==> src/logic/alu_slice_pkg.sv <==
package alu_slice_pkg;
    // datapath shape
    localparam int DataWidth = 16;
    localparam int FnWidth = 3;
    localparam logic [15:0] AllZero = 16'h0000;
    localparam logic [15:0] AllOnes = 16'hFFFF;

    // function select codes
    localparam logic [2:0] FnClear = 3'h0;
    localparam logic [2:0] FnNotAPlusB = 3'h1;
    localparam logic [2:0] FnAPlusNotB = 3'h2;
    localparam logic [2:0] FnAdd = 3'h3;
    localparam logic [2:0] FnXor = 3'h4;
    localparam logic [2:0] FnOr = 3'h5;
    localparam logic [2:0] FnAnd = 3'h6;
    localparam logic [2:0] FnPreset = 3'h7;

    // register bus
    localparam int AddrWidth = 8;
    localparam logic [7:0] CtrlAddr = 8'h00;
    localparam logic [7:0] FlagsAddr = 8'h04;
    localparam logic [7:0] ResultAddr = 8'h08;
    localparam logic [7:0] IrqStatusAddr = 8'h0C;
    localparam logic [7:0] IrqMaskAddr = 8'h10;
    localparam logic [1:0] RespOkay = 2'h0;
    localparam logic [1:0] RespSlvErr = 2'h2;

    // control register fields
    localparam int CtrlLoadEnBit = 0;
    localparam logic CtrlLoadEnReset = 1'b1;

    // event bits, shared by status, mask and live flags
    localparam int EventCount = 3;
    localparam int EvOverflowBit = 0;
    localparam int EvCarryBit = 1;
    localparam int EvZeroBit = 2;
    localparam logic [2:0] IrqStatusReset = 3'h0;
    localparam logic [2:0] IrqMaskReset = 3'h0;
    localparam logic [15:0] ResultReset = 16'h0000;
endpackage

==> src/logic/operand_mux.sv <==
`timescale 1ns/1ps
`default_nettype none
module operand_mux (
    input wire logic [15:0] operandA, // a operand from datapath
    input wire logic [15:0] operandB, // b operand from datapath
    input wire logic [15:0] feedback, // registered result
    input wire logic operand_a_select, // a side select
    input wire logic operand_b_select, // b side select
    output logic [15:0] aluA, // word on alu a input
    output logic [15:0] aluB // word on alu b input
);
    // select table, b select first: 00 fb/a, 01 0/a, 10 b/0, 11 b/a
    always_comb begin
        case ({operand_b_select, operand_a_select})
            2'b00: begin
                aluB = feedback;
                aluA = operandA;
            end
            2'b01: begin
                aluB = alu_slice_pkg::AllZero;
                aluA = operandA;
            end
            2'b10: begin
                aluB = operandB;
                aluA = alu_slice_pkg::AllZero;
            end
            default: begin
                aluB = operandB;
                aluA = operandA;
            end
        endcase
    end
endmodule
`default_nettype wire

==> src/logic/carry_lookahead.sv <==
`timescale 1ns/1ps
`default_nettype none
module carry_lookahead (
    input wire logic [15:0] opA, // effective a bits
    input wire logic [15:0] opB, // effective b bits
    input wire logic carry_in, // carry into bit 0
    output logic [15:0] carries, // carry into each bit
    output logic carry_out, // ripple carry out
    output logic overflow_flag, // two's complement overflow
    output logic group_generate_n, // group generate, active low
    output logic group_propagate_n // group propagate, active low
);
    logic [15:0] bitGen;
    logic [15:0] bitProp;
    logic [15:0] cumGen;
    logic [15:0] cumProp;

    // per-bit terms and cumulative chain
    assign cumGen[0] = bitGen[0];
    assign cumProp[0] = bitProp[0];
    assign carries[0] = carry_in;
    genvar i;
    generate
        for (i = 0; i < alu_slice_pkg::DataWidth; i++) begin : gBit
            assign bitGen[i] = opA[i] & opB[i];
            assign bitProp[i] = opA[i] | opB[i];
            if (i > 0) begin : gChain
                assign cumProp[i] = bitProp[i] & cumProp[i-1];
                assign cumGen[i] = bitGen[i] | (bitProp[i] & cumGen[i-1]);
                assign carries[i] = cumGen[i-1] | (cumProp[i-1] & carries[i-1]);
            end
        end
    endgenerate

    // group outputs for cascading slices
    assign group_generate_n = ~cumGen[15];
    assign group_propagate_n = ~cumProp[15];
    assign carry_out = cumGen[15] | (cumProp[15] & carries[15]);
    assign overflow_flag = carries[15] ^ carry_out;
endmodule
`default_nettype wire

==> src/logic/alu_operand_select_and_status.sv <==
`timescale 1ns/1ps
`default_nettype none
// Overview of operation
// - two operand muxes sit directly before the alu inputs, steered by both selects
// - both selects low: result register feeds b, a operand feeds a
// - feedback always comes from the result register, whatever output_bypass says
// - bit generate is the and of the two operand bits, bits 0 to 15
// - bit propagate is the or of the two operand bits, bits 0 to 15
// - cumulative propagate chains bit propagates upward with and
// - cumulative generate is bit generate or propagate and previous generate
// - carry i comes from previous generate, propagate and carry; carry 0 is carry_in
// - group outputs are inverted bit-15 cumulative generate and propagate
// - carry_out is g15 or p15 and carry 15
// - overflow_flag is carry 15 xor carry_out
// - select encoding: 00 fb/a, 01 zero/a, 10 b/zero, 11 b/a
// - carry, overflow and group outputs matter only for the three arithmetic functions; zero status holds for every function
// - subtract forms evaluate carries with a or b bits complemented
// - zero status is high exactly when all sixteen alu result bits are low
module alu_operand_select_and_status (
    input wire logic sys_clk, // system clock
    input wire logic rst, // synchronous reset, active high
    input wire logic [15:0] operandA, // a operand
    input wire logic [15:0] operandB, // b operand
    input wire logic operand_a_select, // a side select
    input wire logic operand_b_select, // b side select
    input wire logic [2:0] function_select, // alu function code
    input wire logic carry_in, // carry into bit 0
    input wire logic resultLoad, // load result register this edge
    input wire logic output_bypass, // drive alu result straight out
    output logic [15:0] result, // result word
    output logic zeroFlag, // alu result all zero
    output logic overflow_flag, // two's complement overflow
    output logic carry_out, // ripple carry out
    output logic group_generate_n, // group generate, active low
    output logic group_propagate_n, // group propagate, active low
    output logic irq, // level interrupt
    input wire logic [7:0] awaddr, // write address
    input wire logic awvalid, // write address valid
    output logic awready, // write address ready
    input wire logic [31:0] wdata, // write data
    input wire logic [3:0] wstrb, // write byte strobes
    input wire logic wvalid, // write data valid
    output logic wready, // write data ready
    output logic [1:0] bresp, // write response
    output logic bvalid, // write response valid
    input wire logic bready, // write response ready
    input wire logic [7:0] araddr, // read address
    input wire logic arvalid, // read address valid
    output logic arready, // read address ready
    output logic [31:0] rdata, // read data
    output logic [1:0] rresp, // read response
    output logic rvalid, // read data valid
    input wire logic rready // read data ready
);
    logic [15:0] resultReg;
    logic [15:0] aluA;
    logic [15:0] aluB;
    logic [15:0] effA;
    logic [15:0] effB;
    logic [15:0] carries;
    logic [15:0] aluResult;
    logic isArith;
    logic loadEnable;
    logic loadNow;
    logic [2:0] liveFlags;
    logic [2:0] irqStatus;
    logic [2:0] irqMask;
    logic [2:0] eventSet;
    logic [7:0] awAddrHeld;
    logic awHeld;
    logic [31:0] wDataHeld;
    logic [3:0] wStrbHeld;
    logic wHeld;
    logic doWrite;
    logic doRead;
    logic statusReadClear;
    logic [31:0] next_rdata;
    logic [1:0] next_rresp;

    // operand selection ahead of the alu
    operand_mux uMux (
        .operandA(operandA),
        .operandB(operandB),
        .feedback(resultReg),
        .operand_a_select(operand_a_select),
        .operand_b_select(operand_b_select),
        .aluA(aluA),
        .aluB(aluB)
    );

    // subtract forms complement one side before the carry chain
    assign effA = (function_select == alu_slice_pkg::FnNotAPlusB) ? ~aluA : aluA;
    assign effB = (function_select == alu_slice_pkg::FnAPlusNotB) ? ~aluB : aluB;

    // carry, lookahead and overflow; outputs run for every function, meaningful only
    // for arithmetic, which keeps the paths free of function gating
    carry_lookahead uCarry (
        .opA(effA),
        .opB(effB),
        .carry_in(carry_in),
        .carries(carries),
        .carry_out(carry_out),
        .overflow_flag(overflow_flag),
        .group_generate_n(group_generate_n),
        .group_propagate_n(group_propagate_n)
    );

    assign isArith = (function_select == alu_slice_pkg::FnNotAPlusB) ||
                     (function_select == alu_slice_pkg::FnAPlusNotB) ||
                     (function_select == alu_slice_pkg::FnAdd);

    // function unit
    always_comb begin
        case (function_select)
            alu_slice_pkg::FnClear: aluResult = alu_slice_pkg::AllZero;
            alu_slice_pkg::FnNotAPlusB: aluResult = effA ^ effB ^ carries;
            alu_slice_pkg::FnAPlusNotB: aluResult = effA ^ effB ^ carries;
            alu_slice_pkg::FnAdd: aluResult = effA ^ effB ^ carries;
            alu_slice_pkg::FnXor: aluResult = aluA ^ aluB;
            alu_slice_pkg::FnOr: aluResult = aluA | aluB;
            alu_slice_pkg::FnAnd: aluResult = aluA & aluB;
            default: aluResult = alu_slice_pkg::AllOnes;
        endcase
    end

    assign zeroFlag = (aluResult == alu_slice_pkg::AllZero);
    assign result = output_bypass ? aluResult : resultReg;
    assign loadNow = resultLoad & loadEnable;

    // accumulator register; clear function loads zero through the normal path
    always_ff @(posedge sys_clk) begin
        if (rst) begin
            resultReg <= alu_slice_pkg::ResultReset;
        end else if (loadNow) begin
            resultReg <= aluResult;
        end
    end

    // events are sampled when a result is loaded; carry and overflow only for arithmetic
    assign liveFlags[alu_slice_pkg::EvOverflowBit] = overflow_flag & isArith;
    assign liveFlags[alu_slice_pkg::EvCarryBit] = carry_out & isArith;
    assign liveFlags[alu_slice_pkg::EvZeroBit] = zeroFlag;
    assign eventSet = loadNow ? liveFlags : 3'h0;

    // sticky status, cleared by reading it; a same-cycle event survives the clear
    always_ff @(posedge sys_clk) begin
        if (rst) begin
            irqStatus <= alu_slice_pkg::IrqStatusReset;
        end else begin
            irqStatus <= (statusReadClear ? 3'h0 : irqStatus) | eventSet;
        end
    end

    assign irq = |(irqStatus & irqMask);

    // write channel: address and data are taken in either order, then answered
    assign awready = ~awHeld & ~bvalid;
    assign wready = ~wHeld & ~bvalid;
    assign doWrite = awHeld & wHeld & ~bvalid;

    always_ff @(posedge sys_clk) begin
        if (rst) begin
            awHeld <= 1'b0;
            awAddrHeld <= 8'h00;
        end else if (awvalid && awready) begin
            awHeld <= 1'b1;
            awAddrHeld <= awaddr;
        end else if (doWrite) begin
            awHeld <= 1'b0;
        end
    end

    always_ff @(posedge sys_clk) begin
        if (rst) begin
            wHeld <= 1'b0;
            wDataHeld <= 32'h00000000;
            wStrbHeld <= 4'h0;
        end else if (wvalid && wready) begin
            wHeld <= 1'b1;
            wDataHeld <= wdata;
            wStrbHeld <= wstrb;
        end else if (doWrite) begin
            wHeld <= 1'b0;
        end
    end

    // response; unmapped or read-only targets answer slave error
    always_ff @(posedge sys_clk) begin
        if (rst) begin
            bvalid <= 1'b0;
            bresp <= alu_slice_pkg::RespOkay;
        end else if (doWrite) begin
            bvalid <= 1'b1;
            if (awAddrHeld == alu_slice_pkg::CtrlAddr ||
                awAddrHeld == alu_slice_pkg::IrqMaskAddr) begin
                bresp <= alu_slice_pkg::RespOkay;
            end else begin
                bresp <= alu_slice_pkg::RespSlvErr;
            end
        end else if (bready) begin
            bvalid <= 1'b0;
        end
    end

    // writable fields all sit in byte lane 0
    always_ff @(posedge sys_clk) begin
        if (rst) begin
            loadEnable <= alu_slice_pkg::CtrlLoadEnReset;
        end else if (doWrite && wStrbHeld[0] && awAddrHeld == alu_slice_pkg::CtrlAddr) begin
            loadEnable <= wDataHeld[alu_slice_pkg::CtrlLoadEnBit];
        end
    end

    always_ff @(posedge sys_clk) begin
        if (rst) begin
            irqMask <= alu_slice_pkg::IrqMaskReset;
        end else if (doWrite && wStrbHeld[0] && awAddrHeld == alu_slice_pkg::IrqMaskAddr) begin
            irqMask <= wDataHeld[2:0];
        end
    end

    // read channel: one read in flight, data registered with the valid
    assign arready = ~rvalid;
    assign doRead = arvalid & arready;
    assign statusReadClear = doRead && (araddr == alu_slice_pkg::IrqStatusAddr);

    always_comb begin
        next_rdata = 32'h00000000;
        next_rresp = alu_slice_pkg::RespOkay;
        case (araddr)
            alu_slice_pkg::CtrlAddr: next_rdata[0] = loadEnable;
            alu_slice_pkg::FlagsAddr: begin
                next_rdata[2:0] = {zeroFlag, carry_out, overflow_flag};
                next_rdata[4:3] = {group_propagate_n, group_generate_n};
            end
            alu_slice_pkg::ResultAddr: next_rdata[15:0] = resultReg;
            alu_slice_pkg::IrqStatusAddr: next_rdata[2:0] = irqStatus;
            alu_slice_pkg::IrqMaskAddr: next_rdata[2:0] = irqMask;
            default: next_rresp = alu_slice_pkg::RespSlvErr;
        endcase
    end

    always_ff @(posedge sys_clk) begin
        if (rst) begin
            rvalid <= 1'b0;
            rdata <= 32'h00000000;
            rresp <= alu_slice_pkg::RespOkay;
        end else if (doRead) begin
            rvalid <= 1'b1;
            rdata <= next_rdata;
            rresp <= next_rresp;
        end else if (rready) begin
            rvalid <= 1'b0;
        end
    end
endmodule
`default_nettype wire

==> config.mk <==
export PLATFORM = sky130hd
export DESIGN_NAME = alu_operand_select_and_status
export DESIGN_NICKNAME = d
export VERILOG_FILES = /design/src/logic/alu_slice_pkg.sv /design/src/logic/operand_mux.sv /design/src/logic/carry_lookahead.sv /design/src/logic/alu_operand_select_and_status.sv
export SDC_FILE = /design/constraint.sdc
export NUM_CORES = 1
export LEC_CHECK = 0
export BUFFER_PORTS_ARGS = -buffer_cell sky130_fd_sc_hd__buf_4
export CAP_MARGIN = 20
export CORE_MARGIN = 2
export CORE_UTILIZATION = 58
export DETAILED_ROUTE_END_ITERATION = 8
export GPL_TIMING_DRIVEN = 0
export PLACE_DENSITY = 0.87
export SYNTH_ARGS = -nofsm -noshare
export SYNTH_HDL_FRONTEND = slang
export SYNTH_SLANG_ARGS = --single-unit
==> constraint.sdc <==
create_clock -name sys_clk -period 14.9 [get_ports sys_clk]
set_input_delay 1.49 -clock sys_clk [delete_from_list [all_inputs] [get_ports sys_clk]]
set_output_delay 1.49 -clock sys_clk [all_outputs]
set_load 0.005 [all_outputs]
# After elaboration in Yosys (flattened, before gate mapping)
# Index checks and enable logic that the tools add are counted.
dict set report op_classes {
  reduce_logical 21
  n_bitwise 133
  muxes 21
  eq_ne 13
}
# op n
set op_table {}
lappend op_table {{case mux 16 bit (5 select lines)} 1}
lappend op_table {{AND 1 bit} 70}
lappend op_table {{two-way mux 16 bit} 4}
lappend op_table {{XOR 16 bit} 3}
lappend op_table {{OR 1 bit} 47}
lappend op_table {{inverter 16 bit} 2}
lappend op_table {{case mux 16 bit (2 select lines)} 1}
lappend op_table {{AND 16 bit} 1}
lappend op_table {{== test 8 x 4 -> 1 bit, second input constant} 2}
lappend op_table {{== test 8 x 5 -> 1 bit, second input constant} 2}
lappend op_table {{zero test 16 bit} 1}
lappend op_table {{zero test 8 bit} 2}
lappend op_table {{OR 16 bit} 1}
lappend op_table {{two-way mux 11 bit} 1}
lappend op_table {{== test 3 bit, second input constant} 3}
lappend op_table {{== test 8 x 3 -> 1 bit, second input constant} 1}
lappend op_table {{case mux 2 bit (4 select lines)} 1}
lappend op_table {{nonzero test 2 bit} 4}
lappend op_table {{two-way mux 1 bit} 7}
lappend op_table {{== test 3 x 2 -> 1 bit, second input constant} 2}
lappend op_table {{logical AND 1 bit} 6}
lappend op_table {{two-way mux 3 bit} 2}
lappend op_table {{inverter 1 bit} 6}
lappend op_table {{OR reduction 3 bit} 2}
lappend op_table {{other kinds (13)} 16}
dict set report totals {
  reg_bits 59
  input_bits 99
  output_inout_bits 63
  wordCells 202
}

# Logic depth before layout (Yosys ltp)
# Gate-level depths: netlist of run 1.
dict set report logic_depth {
  word_depth 41
  mapped_depth 18
  ltp_nobuf 14
}

# Cells and area by module
# A second synthesis of run 1 with hierarchy kept.
dict set report unflattened {
  hier_cells 666
  area_unflattened_um2 5362.6
}
# mod area_per_inst_um2 seq_area_each_um2 instances cells_per_inst
set by_module_without_submodules {}
lappend by_module_without_submodules {alu_operand_select_and_status 4498.1 1141.1 1 545}
lappend by_module_without_submodules {carry_lookahead 571.8 0.0 1 83}
lappend by_module_without_submodules {operand_mux 292.8 0.0 1 38}

# Worst setup path before layout of run 1
# Ideal clock, no wire load.
dict set report synth_path {
  path_type {input port to output port}
  from {input port function_select[0]}
  to {output port zeroFlag}
  path_buffers 4
  required_ns 13.410
  setup_slack_ns 7.402
  arrival_time_ns 6.008
  path_stages 17
  cell_sequence {clkbuf_1 > nand2b_1 > clkbuf_1 > clkbuf_1 > nor2_1 > clkbuf_1 > xnor2_1 > fa_1 > or3_4 > and3b_4 > o41a_1 > o311ai_2 > o211ai_2 > mux2_4 > a211oi_4 > inv_1 > nor3_1}
}
dict set report synth_between {
  elab_chain_len 36
  elab_cells_between_ends 116
  classes_between {eq/ne (6); mux (3); bitwise (104); reduce/logical (3)}
}
# item line
set synth_lines {}
lappend synth_lines {{start: declaration} alu_operand_select_and_status.sv:26} ;# input wire logic [2:0] function_select,
lappend synth_lines {{== test 3 x 1 -> 1 bit or == test 3 x 2 -> 1 bit (tied branches)} {alu_operand_select_and_status.sv:92, alu_operand_select_and_status.sv:114, alu_operand_select_and_status.sv:93}}
lappend synth_lines {{two-way mux 16 bit (on tied branches)} {alu_operand_select_and_status.sv:92, alu_operand_select_and_status.sv:93}}
lappend synth_lines {{OR 1 bit} carry_lookahead.sv:26} ;# assign bitProp[i] = opA[i] | opB[i];
lappend synth_lines {{AND 1 bit} carry_lookahead.sv:30} ;# assign carries[i] = cumGen[i-1] | (cumProp[i-1] & carries[i-1]);
lappend synth_lines {{OR 1 bit} carry_lookahead.sv:30}
lappend synth_lines {{AND 1 bit} carry_lookahead.sv:30}
lappend synth_lines {{OR 1 bit} carry_lookahead.sv:30}
lappend synth_lines {{AND 1 bit} carry_lookahead.sv:30}
lappend synth_lines {{(+20 left out)} n/a}
lappend synth_lines {{OR 1 bit} carry_lookahead.sv:30}
lappend synth_lines {{AND 1 bit} carry_lookahead.sv:30}
lappend synth_lines {{OR 1 bit} carry_lookahead.sv:30}
lappend synth_lines {{AND 1 bit} carry_lookahead.sv:30}
lappend synth_lines {{OR 1 bit} carry_lookahead.sv:30}
lappend synth_lines {{XOR 16 bit} {alu_operand_select_and_status.sv:116, alu_operand_select_and_status.sv:117, alu_operand_select_and_status.sv:118}}
lappend synth_lines {{case mux 16 bit (5 select lines) *} alu_operand_select_and_status.sv:114} ;# case (function_select)
lappend synth_lines {{zero test 16 bit *} alu_operand_select_and_status.sv:126} ;# assign zeroFlag = (aluResult == alu_slice_pkg::AllZero);
lappend synth_lines {{end: declaration} alu_operand_select_and_status.sv:31} ;# output logic zeroFlag,
# Mark *: on every way between the ends. The rest lies on a longest branch, timed or not.

# Worst setup path in the final report of run 1
# Same ends and word-level chain as after synthesis.

==> summary.md, run 1 <==
| Metric | Value |
|---|---|
| # Max-Cap Violations | 0 |
| Inserted Clock Buffers | 9 |
| Initial Util | 0.596 |
| Clock Latency Late Sink | around 0.34 ns |
| GRT Util Overall | 0.331 |
| Cts repair resizes | 0 |
| DP HPWL | ~14000 um |
| Row count | 35 |
| Tcrit/Tclk final | 0.610 |
| Cell Pwr Density | roughly 83 nW/um^2 |
| Via/cell ratio | between 5 and 6 |
| Leakage | ~3.2 nW |
| Number of global-route vias before repair | between 5000 and 6000 |
| Crit path max-delay family | simple AND/OR/NAND/NOR gates |
| Setup skew after layout | 0.0107 ns |
| Most frequent cells in the layout | buf_4, a21oi_1, nor2_1 |
| Worst IR Drop VDD | ~63 uV |
| Post-synth ARST share | 0 |
| Post-CTS Hold Fix Bufs | 0 |
| Port Buffers | around 110 |
| Worst setup margin | around 5.8 ns |
| Area Overhead vs Synth | 22.2% |
| Initial antenna violation count | 0 |
| Detailed Routing Iterations Pass 1 | 5 |
| N_diodes | 0 |
| Seq/Total Area, Yosys | 0.208 |
| Pins Over Slew Limit | 0 |
| Mean Syn Cell Area | 7.22 um^2 |
| Hold WC Path Type | reg -> reg |
| Critical path class | in -> out |
| Sw Pwr | 0.204 mW |
| Combinational Power Share | 0.408 |
| Number of distinct library cells after synthesis | 71 |
| Count of flip-flops with a built-in enable after synthesis | 0 |
| TritonCTS clock tree | done |
| Routed Wire Length | roughly 17000 um |
| H-tree depth | 3 |
| Outcome | completed |
| Rel. slew slack | 0.405 |
| CTS sink count | 57 |
| Remaining DRCs | 0 |
| Clock transition at path regs | approximately 0.06 ns |
| Commonest non-fill, non-tap cell in the layout | buf_4 |
| Core Region | ~9200 um^2 |
| RSZ-0062 raised after global routing | false |
| Clock power share | 0.287 |
| Register bit total from synthesis | 57 |
| Slowest stage delay, CP | between 0.7 and 0.8 ns |
| Cell-internal power | 0.355 mW |
| Most used cell, CP | clkbuf_1 |
| Worst setup EP type | primary output |
| CP Buf/Inv Count | 5 |
| Share of layout cells above drive strength 1 | 0.175 |
| Root Buffer | clkbuf_8 |
| Mapped cell area | approximately 5500 um^2 |
| Final nets | 1058 |
| Worst setup SP type | primary input |
| Post-route setup TNS | 0 ns |
| Global route overflow | 0 |
| Die Area | approximately 10000 um^2 |
| Synth Instances | between 700 and 800 |
| Worst Path Required | 13.41 ns |
| Pin slew with the least headroom to its limit | 0.893 ns |
| Final setup fails | 0 |
| Die X | 101 um |
| Switching part of the total | 0.365 |
| Die Y | 101 um |
| Starting DRT DRC Count | ~500 |
| Yosys warning total | 0 |
| Placement Setup Slack | about 6.0 ns |
| Prevailing post-synth register cell | dfxtp_1 |
| Fillers | 730 |
| IO Pins | roughly 160 |
| Critical path's slowest cell | clkbuf_1 |
| Max Root-Sink Buffers | 2 |
| Mean routed wirelength per cell | ~17 um |
| Crit Path Max Fanout | 10 |
| F_max | roughly 0.11 GHz |
| Crit-path cells | clkbuf_1 -> nand2b_1 -> clkbuf_1 -> clkbuf_1 -> nor2_1 -> clkbuf_1 -> xnor2_1 -> fa_1 -> or3_4 -> and3b_4 -> o41a_1 -> nor4_4 -> o31ai_1 -> a211oi_1 -> nand4_1 -> nor3_1 -> buf_4 |
| Post-CTS Setup Inserts | 0 |
| Critical Path AT | ~7.6 ns |
| Total number of vias | 6021 |
| Largest net degree at the start of global routing | 11 |
| Seq pwr share | 0.305 |
| Post-route minimum period | about 9.1 ns |
| Final Wtd Congestion | between 0.9 and 1 |
| Post-detailed-route count of antenna-violating nets | 0 |
| Hold Violations, Final | 0 |
| Global-route wire length before repair | about 27000 um |
| FF-to-FF setup slack | between 10 and 15 ns |
## layer usage
layer  track usage  vias up  routed length, um
li1              -     2813                  -
met1         0.419     2766               6680
met2         0.555      386               8010
met3        0.0856       56               1940
met4        0.0998        0                492
met5             0        -                  0
## cell families (layout without fill, tap and decap cells)
family	Yosys count	count (layout)	synth area share
AND/OR/NAND/NOR	261	261	0.229
AO/OA/AOI/OAI	177	177	0.209
buffers and inverters	144	265	0.111
adder cells (fa/ha/maj)	65	65	0.150
flip-flops	57	57	0.208
XOR/XNOR	41	41	0.0655
multiplexers	14	14	0.0267
other	1	18	0.000684
## power by group through the flow
stage	Clock, mW	Combinational (mW)	Sequential [mW]
global placement	0	0.212	0.173
finish	0.160	0.228	0.171
CTS	0.159	0.223	0.170
detailed placement	0	0.221	0.173
floorplan	0	0.151	0.170
global route	0.169	0.250	0.171
## metrics by stage
step / cells / util / total power, mW / cell area (um^2) / hold slack (ns)
6_report: 1009 / 0.729 / 0.559 / 6700 / 0.458
5_1_grt: 1009 / 0.729 / 0.589 / 6700 / 0.481
4_1_cts: 1009 / 0.729 / 0.552 / 6700 / 0.460
3_5_place_dp: 994 / 0.705 / 0.394 / 6480 / 0.452
3_3_place_gp: 994 / 0.705 / 0.385 / 6480 / 0.444
2_1_floorplan: 777 / - / 0.321 / 5550 / 0.436
## worst min-delay path: stages (launching register included)
cell     delay, ns
dfxtp_1       0.31
nand2_1       0.05
a21oi_1       0.05
## synthesized netlist by cell type, types with 2 or more instances
cell,n,area share
a211o_1,2,0.0032
a211oi_1,19,0.026
a21boi_0,2,0.0027
a21oi_1,87,0.079
a21oi_2,2,0.0032
a221oi_1,2,0.0032
a222oi_1,2,0.0037
a2bb2oi_1,4,0.0064
a31oi_1,5,0.0057
and2_1,4,0.0046
and3b_1,2,0.0032
buf_1,6,0.0041
buf_4,18,0.025
clkbuf_1,37,0.025
dfxtp_1,57,0.21
ha_1,64,0.15
inv_1,81,0.055
mux2i_1,12,0.022
nand2_1,73,0.050
nand2b_1,6,0.0068
nand3_1,19,0.017
nand4_1,2,0.0023
nor2_1,86,0.059
nor2b_1,9,0.010
nor3_1,21,0.019
nor3b_1,17,0.023
nor4_1,4,0.0046
o211ai_1,2,0.0027
o21ai_0,9,0.0082
o21ai_1,3,0.0027
o21bai_1,2,0.0027
o221ai_1,6,0.0096
o22a_1,2,0.0032
o22ai_1,7,0.0080
o31ai_1,4,0.0055
o41ai_1,2,0.0032
or2_2,2,0.0023
or3_1,5,0.0057
or4_1,2,0.0027
xnor2_1,33,0.053
xor2_1,8,0.013
## flip-flops by register name, indices dropped and copies added (netlist names)
register	flops
rdata	16
resultReg	16
awAddrHeld	8
irqMask	3
irqStatus	3
wDataHeld	3
awHeld	1
bresp	1
bvalid	1
loadEnable	1
rresp	1
rvalid	1
wHeld	1
wStrbHeld	1
## layout make-up
cell class | count | area [um^2] | share of cell area
clock inverter | 5 | 80.1 | 0.0120
multi-input combinational | 576 | 3800 | 0.567
buffer | 62 | 302 | 0.0450
tap | 111 | 139 | 0.0207
timing repair buffer | 106 | 796 | 0.119
sequential | 57 | 1140 | 0.170
clock buffer | 10 | 138 | 0.0205
inverter | 82 | 308 | 0.0459
## path summary, 6_finish.rpt
check                startpoint             to  depth (start not counted)
max          function_select[0]       zeroFlag                         17
min reg2reg       awAddrHeld[2]  awAddrHeld[2]                          2
max reg2reg        resultReg[0]   irqStatus[2]                         14
min               awAddrHeld[2]  awAddrHeld[2]                          2
Power figures use the tool's default switching activity.
==> inputs of run 2 (changes only) <==
Settings changed: CORE_UTILIZATION 58 to 53, PLACE_DENSITY 0.87 to 0.81.
Clock period 14.9 ns to 8.74 ns, I/O delays scaled along.
==> run 2 against run 1 <==
Global-route usage is 5.3 points lower. Clock power grew 94%. Worst hold slack got worse by 0.0069 ns. Clock-buffer cell count did not move. Wire length shrank 8.5%. Highest routed layer unchanged.
==> summary.md, run 2 (synthesis gave the netlist of run 1 again) <==
| Metric | Value |
|---|---|
| F_max | around 0.13 GHz |
| Post-CTS Setup Inserts | 0 (unchanged) |
| Global route overflow | 0 (unchanged) |
| End of the worst register-to-register path | irqStatus[2] |
| Hold Violations, Final | 0 (unchanged) |
| Worst setup SP type | primary input |
| Mean routed wirelength per cell | 15.1 um (-11%) |
| Critical path class | in -> out |
| Cell area after layout | 6770 um^2 (+0.99%) |
| Initial antenna violation count | 0 (unchanged) |
| Die Y | 106 um (+4.4%) |
| Crit Path Max Fanout | 10 (unchanged) |
| Global-route wire length before repair | 25000 um (-8.0%) |
| Register Area | 1140 um^2 (unchanged) |
| CTS sink count | 57 (unchanged) |
| Initial Util | 0.538 (-0.0579) |
| Number of global-route vias before repair | 5233 (-8.4%) |
| Remaining DRCs | 0 (unchanged) |
| IO Pins | 162 (unchanged) |
| Root Buffer | clkbuf_8 |
| Clock Latency Late Sink | 0.34 ns (about the same) |
| GRT Util Overall | 0.278 (-0.0533) |
| Cts repair resizes | 0 (unchanged) |
| Hold_ws | 0.451 ns (-0.00693 ns) |
| Worst Path Required | 7.87 ns (-5.54 ns) |
| Final nets | 1058 (unchanged) |
| Most used cell, CP | clkbuf_1 |
| Largest net degree at the start of global routing | 12 (+1) |
| Share of layout cells above drive strength 1 | 0.176 (+0.000918) |
| Post-route setup TNS | 0 ns (unchanged) |
| Pins Over Slew Limit | 0 (unchanged) |
| Critical Path AT | 6.81 ns (-0.79 ns) |
| Port Buffers | 106 (unchanged) |
| Routed Wire Length | 15700 um (-8.5%) |
| DP HPWL | 12700 um (-8.3%) |
| Footprint of the multi-input gates | 3800 um^2 (unchanged) |
| H-tree depth | 3 (unchanged) |
| Worst setup startpoint | function_select[0] |
| Clock transition at path regs | 0.07 ns (about the same) |
| Core Region | 10200 um^2 (+11%) |
| # Max-Cap Violations | 0 (unchanged) |
| Detailed Routing Iterations Pass 1 | 6 (+1) |
| Worst IR Drop VDD | 105 uV (+66%) |
| Post-detailed-route count of antenna-violating nets | 0 (unchanged) |
| Crit path capture | zeroFlag |
| Via/cell ratio | 5.51 (-7.7%) |
| Max Root-Sink Buffers | 2 (unchanged) |
| Reg-to-reg startpoint | resultReg[0] |
| Leakage | 3.23 nW (+0.57%) |
| Area Overhead vs Synth | 23.4% |
| Final Wtd Congestion | 0.927 (-4.8%) |
| Critical path's slowest cell | clkbuf_1 |
| Crit-path cells | clkbuf_1 -> nand2b_1 -> clkbuf_1 -> clkbuf_1 -> nor2_1 -> clkbuf_1 -> xnor2_1 -> fa_1 -> or3_4 -> and3b_4 -> o41a_1 -> nor4_4 -> o31ai_1 -> a211oi_1 -> nand4_1 -> nor3_1 -> buf_4 |
| Post-CTS Hold Fix Bufs | 0 (unchanged) |
| Final setup fails | 0 (unchanged) |
| N_diodes | 0 (unchanged) |
| Post-route minimum period | approximately 7.7 ns |
| Dpl cell area | 6510 um^2 (+0.48%) |
| Registers with the most flip-flops | rdata: 16 flops, resultReg: 16 flops, awAddrHeld: 8 flops |
| Commonest non-fill, non-tap cell in the layout | buf_4 |
| FF-to-FF setup slack | 4.40 ns (-6.17 ns) |
| Row count | 37 (+5.7%) |
| Die X | 106 um (+4.4%) |
| Cell Pwr Density | 145 nW/um^2 (+74%) |
| Tcrit/Tclk final | 0.879 |
| RSZ-0062 raised after global routing | false |
| Most frequent cells in the layout | buf_4, a21oi_1, nor2_1 |
| R2R cell count | 13 (-1) |
| Rel. slew slack | 0.459 (+0.0547) |
| Setup skew after layout | 0.00602 ns (-0.00466 ns) |
| Fillers | 927 (+27%) |
| Outcome | completed |
| Inserted Clock Buffers | 9 (unchanged) |
| Worst setup EP type | primary output |
| Pin slew with the least headroom to its limit | 0.811 ns (-0.0820 ns) |
| Die Area | 11200 um^2 (+9.1%) |
| Total number of vias | 5699 (-5.3%) |
| Hold WC Path Type | reg -> reg |
| Slowest stage delay, CP | 0.68 ns (-0.06 ns) |
| TritonCTS clock tree | done |
| Starting DRT DRC Count | 486 (-2.4%) |
## run 2: cell count changes in the layout (fill, tap and decap cells not counted)
cell	previous run	this run
clkinvlp_4	2	1
clkinv_4	0	2
bufinv_16	2	3
clkinv_2	1	0
## run 2: stage by stage
step                      utilization  total power [mW]  setup WS, ns  std cells
final                           0.664             0.981          1.05       1035
after global routing            0.664              1.03         0.676       1035
after CTS                       0.664             0.975          1.16       1035
after detailed placement        0.640             0.668          1.17       1019
after global placement          0.640             0.661          1.12       1019
after floorplan                     -             0.547          2.47        777
## run 2: how the worst min path moves through the flow
stage                       start            end  slack (ns)  cells past startpoint
floorplan           awAddrHeld[5]  awAddrHeld[5]        0.44                      2
global placement        rdata[11]      rdata[11]        0.44                      2
detailed placement      rdata[13]      rdata[13]        0.44                      2
CTS                     rdata[11]      rdata[11]        0.45                      2
global route             rdata[9]       rdata[9]        0.47                      2
finish                  rdata[13]      rdata[13]        0.45                      2
## run 2: power by group
group	internal, mW	total (mW)	switching (mW)
clock network	0.198	0.310	0.112
registers	0.275	0.290	0.0146
logic	0.163	0.381	0.218
total	0.636	0.981	0.344
## run 2: final cells by class
class | count | area share
inverter | 82 | 0.0455
tap | 136 | 0.0251
buffer | 62 | 0.0446
clock inverter | 6 | 0.0170
timing repair buffer | 106 | 0.118
multi-input combinational | 576 | 0.561
clock buffer | 10 | 0.0203
sequential | 57 | 0.169
## run 2: per-layer routing
layer	vias up	GRT usage	wire length, um
met1	2583	0.356	6640
met5	-	0	0
met4	0	0.0893	524
met2	245	0.465	7250
li1	2824	-	-
met3	47	0.0600	1250
## run 2: critical path, delay by kind of cell
kind                     cells  cell delay, ns
AND/OR/NAND/NOR              7            2.38
buffers and inverters        5            1.54
AO/OA/AOI/OAI                3            1.15
adder cells (fa/ha/maj)      1            0.52
XOR/XNOR                     1            0.31
==> inputs of run 3 (changes only) <==
Settings changed: SYNTH_HIERARCHICAL set to 1.
==> run 3 against run 2 <==
Final cell count down 9.4%. Via count is 4.1% lower. Final area fell by 2.6%. Fmax down 8.1%. Synthesized area down 2.2%. Combinational power increased by 2%. Critical path depth rose by 7. Clock-buffer cell count is 4 higher. Sequential share of layout area up 0.46 points. Sequential cell count did not move. Critical endpoint unchanged. Clock skew is essentially flat. Largest cell class unchanged.
==> summary.md, run 3 <==
| Metric | Value |
|---|---|
| GRT busiest layer | met2 |
| Cell-internal power | 0.582 mW (-8.5%) |
| Hold Crit Depth | 2 (unchanged) |
| Sw Pwr | 0.329 mW (-4.4%) |
| Post-route minimum period | 8.37 ns (+0.681 ns) |
| TritonCTS clock tree | done |
| Mapped cell area | 5360 um^2 (-2.2%) |
| Critical Path AT | 7.49 ns (+0.68 ns) |
| Post-synth ARST share | 0 (unchanged) |
| Met2 Usage GRT | 0.527 (+0.0612) |
| Critical path class | in -> out |
| Post-detailed-route count of antenna-violating nets | 0 (unchanged) |
| Met1 Track Usage GR | 0.364 (+0.00868) |
| Core Region | 9820 um^2 (-3.6%) |
| HP Start | awAddrHeld[5] |
| Count leader, synth | nor2_1 |
| DP HPWL | 13200 um (+3.9%) |
| Combinational Power Share | 0.425 (+0.036) |
| F_max | 0.120 GHz (-8.1%) |
| Prevailing post-synth register cell | dfxtp_1 |
| Cell Pwr Density | 138 nW/um^2 (-4.5%) |
| Setup skew after layout | 0.00648 ns (+0.000460 ns) |
| Placement Setup Slack | 0.307 ns (-0.864 ns) |
| Crit-path cells | buf_4 -> buf_4 -> inv_2 -> clkbuf_1 -> and3_1 -> clkbuf_1 -> xnor2_1 -> a31oi_1 -> o311ai_1 -> a221o_1 -> maj3_2 -> a21o_1 -> maj3_2 -> maj3_2 -> a22o_1 -> maj3_2 -> a21bo_1 -> xnor2_1 -> xnor2_1 -> a41o_1 -> a22oi_1 -> or4_4 -> nor4b_4 -> buf_4 |
| Global route overflow | 0 (unchanged) |
| End of the worst register-to-register path | rdata[2] |
| Pins Over Slew Limit | 0 (unchanged) |
| Area Overhead vs Synth | 22.8% |
| Leakage | 2.97 nW (-8.0%) |
| Initial antenna violation count | 0 (unchanged) |
| Starting DRT DRC Count | 378 (-22%) |
| CTS sink count | 57 (unchanged) |
| Clock Latency Late Sink | 0.34 ns (about the same) |
| Hold EP | awAddrHeld[5] |
| Crit Path Max Fanout | 10 (unchanged) |
| Worst IR Drop VDD | 147 uV (+40%) |
| Worst Path Required | 7.87 ns (about the same) |
| Clock power share | 0.259 (-0.057) |
| Area leader, netlist | dfxtp_1 |
| Final Total Pwr | 0.911 mW (-7.1%) |
| N_diodes | 0 (unchanged) |
| Cts repair resizes | 0 (unchanged) |
| Most frequent cells in the layout | buf_4, nor2_1, dfxtp_1 |
| Mean routed wirelength per cell | 17.6 um (+16%) |
| RSZ-0062 raised after global routing | false |
| CP Buf/Inv Count | 6 (+1) |
| Rel. slew slack | 0.459 (-0.000514) |
| Registers with the most flip-flops | rdata: 16 flops, resultReg: 16 flops, awAddrHeld: 8 flops |
| Routed Wire Length | 16500 um (+5.3%) |
| Tcrit/Tclk final | 0.957 (+0.0780) |
| Count of flip-flops with a built-in enable after synthesis | 0 (unchanged) |
| Inserted Clock Buffers | 9 (unchanged) |
| Initial Util | 0.546 (+0.00767) |
| Hold WC Path Type | reg -> reg |
| Die Y | 105 um (-1.1%) |
| Remaining DRCs | 0 (unchanged) |
| FF-to-FF setup slack | 2.89 ns (-1.51 ns) |
| Largest cells by area after synthesis | dfxtp_1, xnor2_1, ha_1, nor2_1, a22oi_1 |
| Mean Syn Cell Area | 8.05 um^2 (+12%) |
| Number of global-route vias before repair | 5350 (+2.2%) |
| # Max-Cap Violations | 0 (unchanged) |
| Outcome | completed |
| Worst setup EP type | primary output |
| Most used cell, CP | maj3_2 |
| Share of layout cells above drive strength 1 | 0.235 (+0.0590) |
| Pin slew with the least headroom to its limit | 0.802 ns (-0.00940 ns) |
| Post-CTS Setup Inserts | 0 (unchanged) |
| Critical path's slowest cell | or4_4 |
| Global-route wire length before repair | 26300 um (+5.2%) |
| IO Pins | 162 (unchanged) |
| Worst setup margin | 0.374 ns (-0.681 ns) |
| Switching part of the total | 0.361 (+0.00993) |
| Post-route setup TNS | 0 ns (unchanged) |
| Post-synth top area share | 0.213 (+0.00471) |
| Die X | 105 um (-1.1%) |
| Final setup fails | 0 (unchanged) |
| Reg-to-reg startpoint | resultReg[0] |
| Largest net degree at the start of global routing | 11 (-1) |
| Max Root-Sink Buffers | 2 (unchanged) |
| Detailed Routing Iterations Pass 1 | 5 (-1) |
| Worst setup SP type | primary input |
| Met3 Track Usage GR | 0.0437 (-0.0163) |
| Via/cell ratio | 5.83 (+5.8%) |
| Port Buffers | 106 (unchanged) |
| Commonest non-fill, non-tap cell in the layout | buf_4 |
| Die Area | 10900 um^2 (-2.1%) |
| Hold Violations, Final | 0 (unchanged) |
| Seq/Total Area, Yosys | 0.213 (+0.00471) |
| GRT Util Overall | 0.297 (+0.0193) |
| Root Buffer | clkbuf_8 |
| Post-CTS Hold Fix Bufs | 0 (unchanged) |
| Crit path max-delay family | compound AO/OA/AOI/OAI gates |
| Yosys warning total | 6 (+6) |
| Seq pwr share | 0.316 (+0.021) |
| Commonest cells in the synthesized netlist | nor2_1, dfxtp_1, xnor2_1, nand2_1, inv_1 |
| H-tree depth | 3 (unchanged) |
| Final nets | 931 (-12%) |
| Row count | 36 (-2.7%) |
| Number of distinct library cells after synthesis | 75 (+5.6%) |
| Final Wtd Congestion | 0.953 (+2.8%) |
| R2R cell count | 20 (+7) |
| Clock transition at path regs | 0.06 ns (about the same) |
| Register bit total from synthesis | 57 (unchanged) |
| Synth Instances | 666 (-12%) |
| Total number of vias | 5465 (-4.1%) |
| Slowest stage delay, CP | 0.54 ns (-0.14 ns) |
[run 3: changes by cell type after synthesis, moves of 16 or more]
cell | before | now
nand2_1 | 73 | 44
nor3b_1 | 17 | 1
ha_1 | 64 | 32
nor3_1 | 21 | 4
a22oi_1 | 0 | 30
xnor2_1 | 33 | 53
and2_1 | 4 | 25
clkbuf_1 | 37 | 19
a21oi_1 | 87 | 40
a22o_1 | 0 | 22
inv_1 | 81 | 41
[run 3: kinds of logic (layout without fill, tap and decap cells)]
kind of cell / after synthesis / after routing / synth area share
DFF: 57 / 57 / 0.213
muxes: 30 / 30 / 0.0579
adders and majority gates: 44 / 44 / 0.0980
xor gates and xnor gates: 63 / 63 / 0.119
other: 1 / 18 / 0.000699
buffers and inverters: 99 / 221 / 0.0952
and+or+nand+nor: 195 / 195 / 0.177
AOI/OAI and AO/OA: 177 / 177 / 0.239
[run 3: per-layer routing]
metal,part of all wire,vias up,wire length [um]
li1,-,2597,-
met1,0.42,2599,6940
met2,0.49,229,8110
met3,0.061,40,1000
met4,0.026,0,435
met5,0,-,0
[run 3: tightest hold or removal path: cells and delay by family (launching register included)]
kind / cells / cell delay (ns)
flip-flops: 1 / 0.31
AND/OR/NAND/NOR: 1 / 0.05
AO/OA/AOI/OAI: 1 / 0.05
[run 3: power by group through the flow]
stage	logic [mW]	registers (mW)	clock network, mW
final	0.388	0.288	0.236
after floorplan	0.266	0.288	0
after detailed placement	0.378	0.292	0
after global routing	0.420	0.289	0.253
after CTS	0.381	0.287	0.235
after global placement	0.367	0.291	0
[run 3: metrics by stage]
| stage | utilization | std cells | area (um^2) | hold WS (ns) |
|---|---|---|---|---|
| final | 0.671 | 938 | 6590 | 0.461 |
| after global routing | 0.671 | 938 | 6590 | 0.488 |
| after CTS | 0.670 | 938 | 6580 | 0.461 |
| after detailed placement | 0.651 | 922 | 6390 | 0.454 |
| after global placement | 0.651 | 922 | 6390 | 0.441 |
| after floorplan | - | 683 | 5430 | 0.431 |
[run 3: worst max-delay path by stage]
stage,start,end,slack [ns],cells after the start
after floorplan,function_select[1],zeroFlag,1.46,22
after global placement,function_select[1],zeroFlag,0.44,23
after detailed placement,function_select[1],zeroFlag,0.31,23
after CTS,function_select[1],zeroFlag,0.30,23
after global routing,function_select[2],zeroFlag,0.14,24
final,function_select[2],zeroFlag,0.37,24
[run 3: layout make-up]
class | instances | area (um^2)
multi-input combinational | 527 | 3780
fill | 863 | 3230
sequential | 57 | 1140
timing repair buffer | 106 | 796
buffer | 56 | 349
clock buffer | 14 | 183
tap | 133 | 166
inverter | 43 | 161
clock inverter | 2 | 10.0
